--- src/fai_pkg.sv ---
// Purpose: constants, register map and interval arithmetic shared by the
//          fan-start temperature interval block
// Assumes: 40 MHz clk, classic Wishbone slave with 32-bit data
// Notes:   registers sit at byte address = 4 * register index
//
// How it works
// - the local interval code is held in bits 5 to 3 of the codes register.
// - code n spaces decreases by 8*2^n and increases by 16*2^n cycles.
// - the remote 1 code doubles alike, 011 giving 64 and 128 cycles.
// - bits 7 to 6 hold the remote 2 low bits; its msb sits in register 0x36.
// - the joined remote 2 code spaces its steps, 000 giving 8 and 16 cycles.
// - the remote 1 code is held in bits 2 to 0 with the same encoding.
// - once lock is set the interval registers ignore every later write.

package fai_pkg;

    // ****************************************************************
    // register indices (byte address is four times the index)
    // ****************************************************************
    localparam logic [7:0] IDX_CTRL1      = 8'h36;
    localparam logic [7:0] IDX_CODES      = 8'h37;
    localparam logic [7:0] IDX_CONFIG     = 8'h40;
    localparam logic [7:0] IDX_STATUS     = 8'h41;
    localparam logic [7:0] IDX_CNT_LOCAL  = 8'h42;
    localparam logic [7:0] IDX_CNT_R1     = 8'h43;
    localparam logic [7:0] IDX_CNT_R2     = 8'h44;

    // ****************************************************************
    // reset values and field layout
    // ****************************************************************
    localparam logic [7:0] CTRL1_RST      = 8'h00;
    localparam logic [7:0] CODES_RST      = 8'h00;
    localparam logic [7:0] CTRL1_MASK     = 8'he1; // enables plus msb
    localparam int         CTRL1_R2MSB    = 0;
    localparam int         CTRL1_EN_R1    = 5;
    localparam int         CTRL1_EN_LOCAL = 6;
    localparam int         CTRL1_EN_R2    = 7;
    localparam int         CODES_R1_LSB   = 0;
    localparam int         CODES_LOC_LSB  = 3;
    localparam int         CODES_R2_LSB   = 6;
    localparam int         CFG_START      = 0;
    localparam int         CFG_LOCK       = 1;
    localparam int         CFG_READY      = 2;
    localparam logic       CFG_START_RST  = 1'h1;
    localparam int         STS_UP_LSB     = 3;

    // ****************************************************************
    // channels and interval arithmetic
    // ****************************************************************
    localparam int         NUM_CH         = 3;
    localparam int         CH_LOCAL       = 0;
    localparam int         CH_R1          = 1;
    localparam int         CH_R2          = 2;
    localparam int         CNT_W          = 12;
    localparam logic [11:0] DEC_BASE      = 12'h008;
    localparam logic [11:0] INC_BASE      = 12'h010;
    localparam logic [11:0] CNT_MAX       = 12'h800; // longest interval

    // monitoring cycles required before an adjustment in one direction
    function automatic logic [11:0] fai_interval_cycles(
        input logic [2:0] code,
        input logic       is_inc
    );
        logic [11:0] base;
        base = is_inc ? INC_BASE : DEC_BASE;
        return base << code;
    endfunction : fai_interval_cycles

    // word index of a Wishbone byte address
    function automatic logic [7:0] fai_word_index(input logic [9:0] adr);
        return adr[9:2];
    endfunction : fai_word_index

endpackage : fai_pkg

--- src/fai_interval.sv ---
// Purpose: one channel's spacing counter for fan-start temperature steps
// Assumes: monitor_tick is a one-cycle pulse per monitoring cycle
// Notes:   decrease wins when both directions are asked in one cycle
`timescale 1ns/1ps

module fai_interval
    import fai_pkg::*;
(
    input  wire logic              clk,
    input  wire logic              rst_n,
    input  wire logic              monitor_tick,
    input  wire logic              enable,
    input  wire logic [2:0]        interval_code,
    input  wire logic              down_req,
    input  wire logic              up_req,
    output logic                   down_grant,
    output logic                   up_grant,
    output logic                   down_ready,
    output logic                   up_ready,
    output logic [CNT_W-1:0]       cycle_count
);

    logic [CNT_W-1:0] count_reg;
    logic [11:0]      down_limit;
    logic [11:0]      up_limit;

    // ****************************************************************
    // interval limits for both directions
    // ****************************************************************
    assign down_limit = fai_interval_cycles(interval_code, 1'b0);
    assign up_limit   = fai_interval_cycles(interval_code, 1'b1);

    // compare against the live code so a new code takes effect at once
    assign down_ready = (count_reg >= down_limit);
    assign up_ready   = (count_reg >= up_limit);

    // a step is only granted once its interval has elapsed
    assign down_grant = enable & down_req & down_ready;
    assign up_grant   = enable & up_req & up_ready & ~down_grant;

    assign cycle_count = count_reg;

    // ****************************************************************
    // monitoring-cycle counter
    // ****************************************************************
    // restart beats a coinciding tick; saturate so it never wraps
    always_ff @(posedge clk or negedge rst_n) begin
        if (!rst_n) begin
            count_reg <= '0;
        end else if (down_grant || up_grant) begin
            count_reg <= '0;
        end else if (monitor_tick && (count_reg < CNT_MAX)) begin
            count_reg <= count_reg + 12'h001;
        end
    end

endmodule : fai_interval

--- src/fai_top.sv ---
// Purpose: interval code registers and per-channel step spacing for the
//          dynamic fan-start temperature loop
// Assumes: classic Wishbone, inputs synchronous to clk, one clock
// Notes:   channel order in vectors is local, remote 1, remote 2
`timescale 1ns/1ps

module fai_top
    import fai_pkg::*;
(
    input  wire logic              clk,
    input  wire logic              resetn,
    // wishbone slave
    input  wire logic              wb_cyc_i,
    input  wire logic              wb_stb_i,
    input  wire logic              wb_we_i,
    input  wire logic [9:0]        wb_adr_i,
    input  wire logic [3:0]        wb_sel_i,
    input  wire logic [31:0]       wb_dat_i,
    output logic      [31:0]       wb_dat_o,
    output logic                   wb_ack_o,
    // adjustment loop side
    input  wire logic              monitor_tick,
    input  wire logic [NUM_CH-1:0] adjust_down_req,
    input  wire logic [NUM_CH-1:0] adjust_up_req,
    output logic      [NUM_CH-1:0] adjust_down_grant,
    output logic      [NUM_CH-1:0] adjust_up_grant
);

    // ****************************************************************
    // reset synchroniser
    // ****************************************************************
    logic rst_meta_reg;
    logic rst_n_reg;

    // assert at once, release only after two clean edges
    always_ff @(posedge clk or negedge resetn) begin
        if (!resetn) begin
            rst_meta_reg <= 1'b0;
            rst_n_reg    <= 1'b0;
        end else begin
            rst_meta_reg <= 1'b1;
            rst_n_reg    <= rst_meta_reg;
        end
    end

    // ****************************************************************
    // declarations
    // ****************************************************************
    logic [7:0]        ctrl1_reg;
    logic [7:0]        codes_reg;
    logic              start_reg;
    logic              lock_reg;
    logic              ready_reg;
    logic              ack_reg;
    logic [31:0]       dat_reg;
    logic [31:0]       rd_next;
    logic [7:0]        word_idx;
    logic              bus_req;
    logic              wr_commit;
    logic              lane0;
    logic [2:0]        local_interval_code;
    logic [2:0]        remote_one_interval_code;
    logic [2:0]        remote_two_interval_code;
    logic [2:0]        ch_code    [NUM_CH];
    logic [NUM_CH-1:0] ch_enable;
    logic [NUM_CH-1:0] down_ready;
    logic [NUM_CH-1:0] up_ready;
    logic [CNT_W-1:0]  ch_count   [NUM_CH];
    logic              tick_gated;

    // ****************************************************************
    // wishbone handshake
    // ****************************************************************
    assign word_idx  = fai_word_index(wb_adr_i);
    assign bus_req   = wb_cyc_i & wb_stb_i;
    assign lane0     = wb_sel_i[0];
    // a write lands on the same edge at which the master sees ack
    assign wr_commit = bus_req & wb_we_i & ack_reg & lane0;

    // one-cycle ack; it drops by itself so back-to-back cycles each get
    // a fresh answer after at least one idle edge
    always_ff @(posedge clk or negedge rst_n_reg) begin
        if (!rst_n_reg) begin
            ack_reg <= 1'b0;
        end else begin
            ack_reg <= bus_req & ~ack_reg;
        end
    end

    assign wb_ack_o = ack_reg;
    assign wb_dat_o = dat_reg;

    // ****************************************************************
    // interval code register
    // ****************************************************************
    // no write reaches it after lock, until the next reset
    always_ff @(posedge clk or negedge rst_n_reg) begin
        if (!rst_n_reg) begin
            codes_reg <= CODES_RST;
        end else if (wr_commit && (word_idx == IDX_CODES) && !lock_reg) begin
            codes_reg <= wb_dat_i[7:0];
        end
    end

    // ****************************************************************
    // control register 1: channel enables and remote 2 code msb
    // ****************************************************************
    always_ff @(posedge clk or negedge rst_n_reg) begin
        if (!rst_n_reg) begin
            ctrl1_reg <= CTRL1_RST;
        end else if (wr_commit && (word_idx == IDX_CTRL1) && !lock_reg) begin
            ctrl1_reg <= wb_dat_i[7:0] & CTRL1_MASK;
        end
    end

    // ****************************************************************
    // configuration: start stays writable, lock is write-once
    // ****************************************************************
    always_ff @(posedge clk or negedge rst_n_reg) begin
        if (!rst_n_reg) begin
            start_reg <= CFG_START_RST;
        end else if (wr_commit && (word_idx == IDX_CONFIG)) begin
            start_reg <= wb_dat_i[CFG_START];
        end
    end

    // only a reset can clear lock; writing zero does nothing
    always_ff @(posedge clk or negedge rst_n_reg) begin
        if (!rst_n_reg) begin
            lock_reg <= 1'b0;
        end else if (wr_commit && (word_idx == IDX_CONFIG)
                     && wb_dat_i[CFG_LOCK]) begin
            lock_reg <= 1'b1;
        end
    end

    // ready rises on the first edge after reset release
    always_ff @(posedge clk or negedge rst_n_reg) begin
        if (!rst_n_reg) begin
            ready_reg <= 1'b0;
        end else begin
            ready_reg <= 1'b1;
        end
    end

    // ****************************************************************
    // code decode per channel
    // ****************************************************************
    assign local_interval_code      =
        codes_reg[CODES_LOC_LSB +: 3];
    assign remote_one_interval_code =
        codes_reg[CODES_R1_LSB +: 3];
    // top bit lives in the other register; both halves join here
    assign remote_two_interval_code =
        {ctrl1_reg[CTRL1_R2MSB], codes_reg[CODES_R2_LSB +: 2]};

    assign ch_code[CH_LOCAL] = local_interval_code;
    assign ch_code[CH_R1]    = remote_one_interval_code;
    assign ch_code[CH_R2]    = remote_two_interval_code;

    assign ch_enable[CH_LOCAL] = ctrl1_reg[CTRL1_EN_LOCAL];
    assign ch_enable[CH_R1]    = ctrl1_reg[CTRL1_EN_R1];
    assign ch_enable[CH_R2]    = ctrl1_reg[CTRL1_EN_R2];

    // with monitoring stopped no cycles elapse, so spacing freezes
    assign tick_gated = monitor_tick & start_reg;

    // ****************************************************************
    // per-channel spacing counters
    // ****************************************************************
    // each channel runs its own counter so one busy zone never
    // delays the others
    for (genvar ch = 0; ch < NUM_CH; ch++) begin : g_ch
        fai_interval u_interval (
            .clk           (clk),
            .rst_n         (rst_n_reg),
            .monitor_tick  (tick_gated),
            .enable        (ch_enable[ch]),
            .interval_code (ch_code[ch]),
            .down_req      (adjust_down_req[ch]),
            .up_req        (adjust_up_req[ch]),
            .down_grant    (adjust_down_grant[ch]),
            .up_grant      (adjust_up_grant[ch]),
            .down_ready    (down_ready[ch]),
            .up_ready      (up_ready[ch]),
            .cycle_count   (ch_count[ch])
        );
    end

    // ****************************************************************
    // read data
    // ****************************************************************
    // unmapped words read as zero and are still acknowledged
    always_comb begin
        rd_next = 32'h0000_0000;
        case (word_idx)
            IDX_CTRL1: begin
                rd_next = {24'h00_0000, ctrl1_reg};
            end
            IDX_CODES: begin
                rd_next = {24'h00_0000, codes_reg};
            end
            IDX_CONFIG: begin
                rd_next[CFG_START] = start_reg;
                rd_next[CFG_LOCK]  = lock_reg;
                rd_next[CFG_READY] = ready_reg;
            end
            IDX_STATUS: begin
                rd_next[NUM_CH-1:0]                  = down_ready;
                rd_next[STS_UP_LSB +: NUM_CH]        = up_ready;
            end
            IDX_CNT_LOCAL: begin
                rd_next = {20'h0_0000, ch_count[CH_LOCAL]};
            end
            IDX_CNT_R1: begin
                rd_next = {20'h0_0000, ch_count[CH_R1]};
            end
            IDX_CNT_R2: begin
                rd_next = {20'h0_0000, ch_count[CH_R2]};
            end
            default: begin
                rd_next = 32'h0000_0000;
            end
        endcase
    end

    // sampled on the request edge so it is stable across the ack cycle
    always_ff @(posedge clk or negedge rst_n_reg) begin
        if (!rst_n_reg) begin
            dat_reg <= 32'h0000_0000;
        end else if (bus_req && !ack_reg) begin
            dat_reg <= rd_next;
        end
    end

endmodule : fai_top
--- config.mk ---
export PLATFORM = sky130hd
export DESIGN_NAME = fai_top
export DESIGN_NICKNAME = d
export VERILOG_FILES = /design/src/fai_pkg.sv /design/src/fai_interval.sv /design/src/fai_top.sv
export SDC_FILE = /design/constraint.sdc
export NUM_CORES = 1
export LEC_CHECK = 0
export ABC_AREA = 1
export BUFFER_PORTS_ARGS = -buffer_cell sky130_fd_sc_hd__buf_2
export CAP_MARGIN = 30
export CORE_MARGIN = 2
export CORE_UTILIZATION = 25
export DETAILED_ROUTE_END_ITERATION = 8
export GPL_ROUTABILITY_DRIVEN = 0
export PLACE_DENSITY_LB_ADDON = 0.05
export SLEW_MARGIN = 20
export SYNTH_ARGS = -nofsm -noshare
export SYNTH_HDL_FRONTEND = slang
export SYNTH_HIERARCHICAL = 1
export SYNTH_SLANG_ARGS = --single-unit
--- constraint.sdc ---
create_clock -name clk -period 3.55 [get_ports clk]
set_input_delay 0.1775 -clock clk [delete_from_list [all_inputs] [get_ports clk]]
set_output_delay 0.1775 -clock clk [all_outputs]
set_load 0.005 [all_outputs]
==> reports/qor.log, run 1 <==
[outcome] status complete, no violations
[pwr] Peak supply drop 0.181 mV
[clock_tree] buffer depth of the longest clock path 2
[clock_tree] clock input transition at the sequential cells of the worst setup and hold paths 0.06 ns
[timing] final hold violation count 0
[logic_synthesis] largest cells by area after synthesis dfrtp_1 30%, nand2_1 13%, ha_1 12%, nand3_1 9.5%, inv_1 6.1%
[cells_and_area] max FFs per register 36
[timing] RSZ-0062 raised after global routing no
[logic_synthesis] fraction of registers with async set or reset after synthesis 100%
[routing] WL per Instance 14.9 um
[global_routing] largest net degree at the start of global routing 46
[placed_design] HPWL after DPL 12700 um
[critical_path] worst setup path class reg -> out
[logic_synthesis] Post-synth EDFFs 0
[cells_and_area] diodes inserted 0
[logic_synthesis] Post-Syn Area 5510 sq um
[floorplanning] initial core utilization 25.3%
[cells_and_area] layout overhead on the synthesized area 13.2%
[global_routing] Tot GR Track Use 14.4%
[routing] remaining number of nets flagged by the antenna check after routing 0
[clock_tree] post_cts resized 0
[routing] detailed-routing iteration count for the pre-antenna-repair pass 4
[global_routing] antenna violations before repair 0
[critical_path] reg2reg start codes_reg[3]
[critical_path] Arrival @ worst endpoint 2.25 ns
[floorplanning] count of pins on the block boundary 97
[critical_path] kind of end point of the critical path primary output
[clock_tree] clock tree from TritonCTS built
[cells_and_area] Final #Nets 909
[logic_synthesis] top flip-flop cell by instance count after synthesis dfrtp_1
[pwr] power density over the cells 297 nW/um^2
[logic_synthesis] fraction of post-synthesis cell area in the top cell type by area 29.5%
[logic_synthesis] number of standard cells after synthesis 747
[clock_tree] clock buffers created by TritonCTS 9
[timing] final critical-path required period 2.43 ns
[routing] First DRT Iteration DRCs 160
[placed_design] number of buffers added on ports 47
[routing] vias 4755
[flow_run] number of max-capacitance violations reported 0
[floorplanning] die span in y 152 um
[routing] total wirelength of the detailed-routed design 16100 um
[floorplanning] placeable core region 21800 sq um
[cells_and_area] Sequential cell area 1650 sq um
[cells_and_area] final-layout fill cell count 2424
[clock_tree] Clock Root Buffer clkbuf_16
[timing] summed negative setup slack over all endpoints 0 ns
[timing] max-slew violations 0
[critical_path] critical path fanouts, max 7
[critical_path] worst flop-to-flop path endpoint wb_dat_o[3]
[critical_path] worst reg2reg setup slack 1.25 ns
[floorplanning] die extent in x 152 um
[clock_tree] Max H-tree Level 3
[critical_path] Critical Path RT 3.37 ns
[global_routing] Congestion Overflow GR 0
[logic_synthesis] total of warnings raised by yosys 6
[critical_path] CP Capture Point adjust_up_grant[2]
[global_routing] first-pass GRT wire length 26200 um
[clock_tree] insertion delay of the later-clocked pin in the worst-skew pair 0.34 ns
[hold_path] Hold WC Path Type in -> reg
[routing] mean number of vias per cell 4.39
[pwr] static leakage 0.00317 uW
[clock_tree] number of buffers inserted for hold repair after clock tree synthesis 1
[timing] Fmax achieved 411 MHz
[timing] Period Utilization, post-route 68.5%
[global_routing] vias in the first global route 4784
[clock_tree] post-CTS setup buffer count 0
[clock_tree] clock sinks 66
[floorplanning] die footprint 23200 sq um
[critical_path] start point of the critical path ctrl1_reg[0]
[timing] Relative slew margins 55.2%
[hold_path] start point of the worst hold path wb_dat_i[2]
[floorplanning] number of rows created at floorplan 54
[critical_path] depth of the worst register-to-register path 13
[cells_and_area] final standard cell utilization of the core 28.7%
[timing] final setup violation count 0
[timing] worst clock skew on the final layout 0.00631 ns
[logic_synthesis] share of synthesized area occupied by flip-flops and latches 30.0%
[logic_synthesis] total of flip-flops plus latches after synthesis 66
[logic_synthesis] distinct cell type count of the synthesized netlist 35
[cells_and_area] fraction of layout cells with a size suffix above 1 19.5%
[timing] transition time of the tightest slew-check pin 0.672 ns
[routing] remaining design rule violation count 0
[cells_and_area] area taken by multi-input logic gates 3280 sq um
[logic_synthesis] Synth area leader dfrtp_1
[logic_synthesis] mean instance size in the synthesized netlist 7.37 sq um
[critical_path] Startpoint Class flip-flop
-- worst min path at each step --
stage                   end  slack (ns)  depth (start not counted)
2_1_floorplan  rst_meta_reg       -0.12                          0
3_3_place_gp   rst_meta_reg       -0.04                          1
3_5_place_dp   rst_meta_reg       -0.03                          1
4_1_cts        codes_reg[2]        0.05                          3
5_1_grt        codes_reg[3]        0.07                          3
6_report       codes_reg[2]        0.08                          3
-- metrics by stage --
stage	instance area, sq um	hold WS, ns	worst slack (ns)	power (uW)	cells
detailed placement	5910	-0.0317	1.31	883	1065
finish	6240	0.0800	1.12	1850	1082
CTS	6240	0.0537	1.06	1910	1082
floorplan	5580	-0.118	1.58	858	767
global route	6240	0.0740	0.943	1940	1082
global placement	5910	-0.0377	1.30	882	1065
-- synthesized netlist by cell type, drive strengths merged, types with 2 or more instances --
master / number
nand4: 13
xnor2: 3
a21o: 3
buf: 31
nand2: 201
or2: 7
xor2: 18
ha: 54
dfrtp: 65
inv: 97
nand3: 112
conb: 2
a21oi: 15
o21ai: 18
nor2: 94
nor3: 11
-- cell usage in the layout (no fill, tap or decap), drive strengths merged, types with 7 or more instances in the layout --
cell | netlist | routed
a21oi | 15 | 15
buf | 31 | 50
clkbuf | 1 | 11
conb | 2 | 22
dfrtp | 65 | 65
ha | 54 | 54
inv | 97 | 97
nand2 | 201 | 201
nand3 | 112 | 112
nand4 | 13 | 13
nor2 | 94 | 94
nor3 | 11 | 11
o21ai | 18 | 18
or2 | 7 | 7
xor2 | 18 | 18
-- report_power, final --
part / leakage (uW) / switching (uW) / internal (uW)
Sequential: 0.000806 / 12.1 / 761
Clock: 0.000156 / 351 / 632
Combinational: 0.00221 / 63.9 / 29.9
-- worst max-delay path, stage by stage (launching register included) --
cell	delay, ns
dfrtp_1	0.47
inv_1	0.15
nand3_1	0.14
ha_1	0.29
or2_2	0.29
nand3_1	0.09
nand3_2	0.13
nand2_2	0.10
inv_1	0.05
nor2_1	0.08
buf_2	0.12
-- routing by layer --
layer	up-vias	wire length (um)	GRT usage (%)
met1	2221	7770	19.0
li1	2443	-	-
met5	-	0	0
met4	0	240	3.84
met3	15	425	2.67
met2	76	7690	24.2
-- cells by family after synthesis --
| group | count (synthesis) | synth area share (%) |
|---|---|---|
| other | 2 | 0.136 |
| xor gates and xnor gates | 21 | 3.34 |
| AOI/OAI and AO/OA | 36 | 4.16 |
| DFF | 66 | 30.0 |
| adders and majority gates | 54 | 12.3 |
| buffers and inverters | 130 | 11.9 |
| and+or+nand+nor | 438 | 38.2 |
-- area by class of cell --
type / count / area share (%)
Multi-Input combinational cell: 571 / 52.5
Sequential cell: 66 / 26.5
Inverter: 98 / 5.90
Tap cell: 280 / 5.62
Timing Repair Buffer: 51 / 4.29
Clock buffer: 11 / 3.89
Clock inverter: 5 / 1.24
(Power assumes the default switching activity.)
==> run 2: changes to the inputs <==
==> constraint.sdc (replaced) <==
create_clock -name clk -period 2.35 [get_ports clk]
set_input_delay 0.1175 -clock clk [delete_from_list [all_inputs] [get_ports clk]]
set_output_delay 0.1175 -clock clk [all_outputs]
set_load 0.005 [all_outputs]
==> run 2 against run 1 <==
Via count is 2.4% higher. Sequential power is 50% higher. Register-to-register slack worse by 1.1 ns. Largest cell class unchanged. Highest routed layer unchanged.
==> reports/qor.log, run 2 (synthesized netlist as in run 1, its figures left out) <==
[outcome] status complete, no violations
[routing] mean number of vias per cell 4.41 [+0.40%]
[critical_path] worst path buffer plus inverter count 3 [unchanged]
[pwr] Peak supply drop 0.349 mV [+93%]
[critical_path] longest individual stage delay on the worst path 0.45 ns [-0.02 ns]
[routing] WL per Instance 14.8 um [-0.62%]
[timing] final setup violation count 0 [unchanged]
[critical_path] kind of end point of the critical path primary output
[routing] First DRT Iteration DRCs 226 [+41%]
[global_routing] first-pass GRT wire length 26200 um [+0.31%]
[global_routing] largest net degree at the start of global routing 65 [+41%]
[routing] remaining design rule violation count 0 [unchanged]
[clock_tree] Clock Root Buffer clkbuf_16
[timing] summed negative setup slack over all endpoints 0 ns [unchanged]
[timing] max-slew violations 0 [unchanged]
[cells_and_area] layout overhead on the synthesized area 18.1%
[clock_tree] clock sinks 66 [unchanged]
[timing] Period Utilization, post-route 95.3%
[floorplanning] placeable core region 21800 sq um [unchanged]
[placed_design] number of buffers added on ports 47 [unchanged]
[critical_path] cells along the critical path inv_2 > nand3_2 > ha_1 > or2_2 > nand3_2 > nand3_2 > nand2_2 > inv_1 > nor2_1 > buf_2
[cells_and_area] diodes inserted 0 [unchanged]
[cells_and_area] final-layout fill cell count 2387 [-1.5%]
[cells_and_area] cell area after layout 6510 sq um [+4.4%]
[placed_design] placed cell area 5960 sq um [+0.85%]
[pwr] static leakage 0.00331 uW [+4.2%]
[cells_and_area] Final #Nets 931 [+2.4%]
[routing] detailed-routing iteration count for the pre-antenna-repair pass 5 [+1]
[global_routing] antenna violations before repair 0 [unchanged]
[critical_path] critical path fanouts, max 4 [-3]
[critical_path] worst setup path class reg -> out
[flow_run] number of max-capacitance violations reported 0 [unchanged]
[critical_path] Top cell by count, worst path nand3_2
[critical_path] slowest cell on the critical path dfrtp_2
[cells_and_area] most common library cell in the layout ignoring fill and taps nand2_1
[routing] vias 4871 [+2.4%]
[critical_path] Startpoint Class flip-flop
[routing] remaining number of nets flagged by the antenna check after routing 0 [unchanged]
[timing] transition time of the tightest slew-check pin 0.605 ns [-0.0672 ns]
[critical_path] Critical Path RT 2.23 ns [-1.14 ns]
[floorplanning] die span in y 152 um [unchanged]
[global_routing] Tot GR Track Use 14.4% [about the same]
[placed_design] HPWL after DPL 12700 um [about the same]
[floorplanning] count of pins on the block boundary 97 [unchanged]
[routing] total wirelength of the detailed-routed design 16400 um [+1.4%]
[critical_path] Arrival @ worst endpoint 2.12 ns [-0.13 ns]
[cells_and_area] fraction of layout cells with a size suffix above 1 25.6% [+6.2 points]
[floorplanning] die extent in x 152 um [unchanged]
[pwr] power density over the cells 434 nW/um^2 [+46%]
[global_routing] Congestion Overflow GR 0 [unchanged]
[clock_tree] Max H-tree Level 3 [unchanged]
[cells_and_area] highest-count cells in the layout ignoring fill and taps 187 x nand2_1, 94 x nand3_1, 80 x inv_1
[timing] worst clock skew on the final layout 0.00933 ns [+0.00303 ns]
[floorplanning] number of rows created at floorplan 54 [unchanged]
[global_routing] vias in the first global route 4817 [+0.69%]
[clock_tree] clock input transition at the sequential cells of the worst setup and hold paths 0.06 ns [about the same]
[clock_tree] clock buffers created by TritonCTS 9 [unchanged]
[timing] final critical-path required period 2.24 ns
[floorplanning] initial core utilization 25.3% [unchanged]
[timing] Fmax achieved 446 MHz
[cells_and_area] max FFs per register 36 [unchanged]
[timing] Relative slew margins 59.7% [+4.5 points]
[timing] final hold violation count 0 [unchanged]
[hold_path] Hold WC Path Type in -> reg
[critical_path] delay-heaviest family, CP simple AND/OR/NAND/NOR gates
[clock_tree] buffer depth of the longest clock path 2 [unchanged]
[floorplanning] die footprint 23200 sq um [unchanged]
[clock_tree] clock tree from TritonCTS built
[clock_tree] insertion delay of the later-clocked pin in the worst-skew pair 0.35 ns [about the same]
==> run 2: cell types whose count changed in the layout (fill, tap and decap cells not counted), sizes merged <==
| cell | change |
|---|---|
| clkinvlp | +1 |
| clkinv | -1 |
| buf | +22 |
| inv | +1 |
| clkbuf | -1 |
==> run 2: metrics by stage <==
stage,utilization (%),power [uW],cells,setup slack [ns],hold WS [ns]
floorplan,-,1300,767,0.378,-0.178
global placement,27.4,1330,1070,0.134,-0.0969
detailed placement,27.4,1340,1070,0.153,-0.0947
CTS,29.0,2890,1089,0.00239,0.00397
global route,29.9,2940,1104,-0.00240,0.00933
finish,29.9,2830,1104,0.110,0.0188
==> run 2: cell type report <==
class | count | area [sq um] | area share [%]
repair buffers | 73 | 445 | 6.84
flip-flops and latches | 66 | 1670 | 25.6
multi-input cells | 571 | 3350 | 51.5
inverters | 98 | 370 | 5.69
well taps | 280 | 350 | 5.38
clock inverters | 6 | 88.8 | 1.37
clock buffers | 10 | 239 | 3.67
==> run 2: metal layers <==
metal,routed length (um),share of wire (%),GRT usage [%]
met3,546,3.3,2.87
met2,7630,47,23.7
met1,7850,48,19.1
met5,0,0,0
met4,340,2.1,4.14
==> run 2: worst register-to-register path, cell delays in order (launching register included) <==
cell     delay [ns]
dfrtp_2        0.46
inv_2          0.11
nand3_2        0.10
ha_1           0.28
or2_2          0.27
nand3_1        0.09
nand3_2        0.10
buf_4          0.15
nand3_1        0.07
nand2_1        0.09
nor2_1         0.13
nand2_1        0.08
nand2_1        0.08
nand2_1        0.05
==> run 2: final timing paths <==
path	from	endpoint	slack, ns	cells after the start
max	ctrl1_reg[0]	adjust_up_grant[2]	0.11	10
min	wb_dat_i[2]	codes_reg[2]	0.02	3
max reg2reg	codes_reg[4]	wb_dat_o[0]	0.18	13
min reg2reg	rst_n_reg	wb_ack_o	0.28	1
max in group asynchronous	rst_n_reg	codes_reg[4]	1.71	1
min in group asynchronous	resetn	rst_meta_reg	0.08	2
==> run 2: repair_timing <==
item,in CTS,in global routing
gates cloned,0,0
endpoints found under the hold margin,2,0
gates resized for setup,6,27
buffers inserted,2,15
pin swaps,0,7
endpoints found under the setup margin,2,8
hold buffers,1,0
==> run 2: power by group <==
| group | internal, uW | leakage [uW] | switching, uW |
|---|---|---|---|
| Combinational | 46.7 | 0.00236 | 105 |
| Clock | 960 | 0.000155 | 556 |
| Sequential | 1150 | 0.000791 | 9.42 |
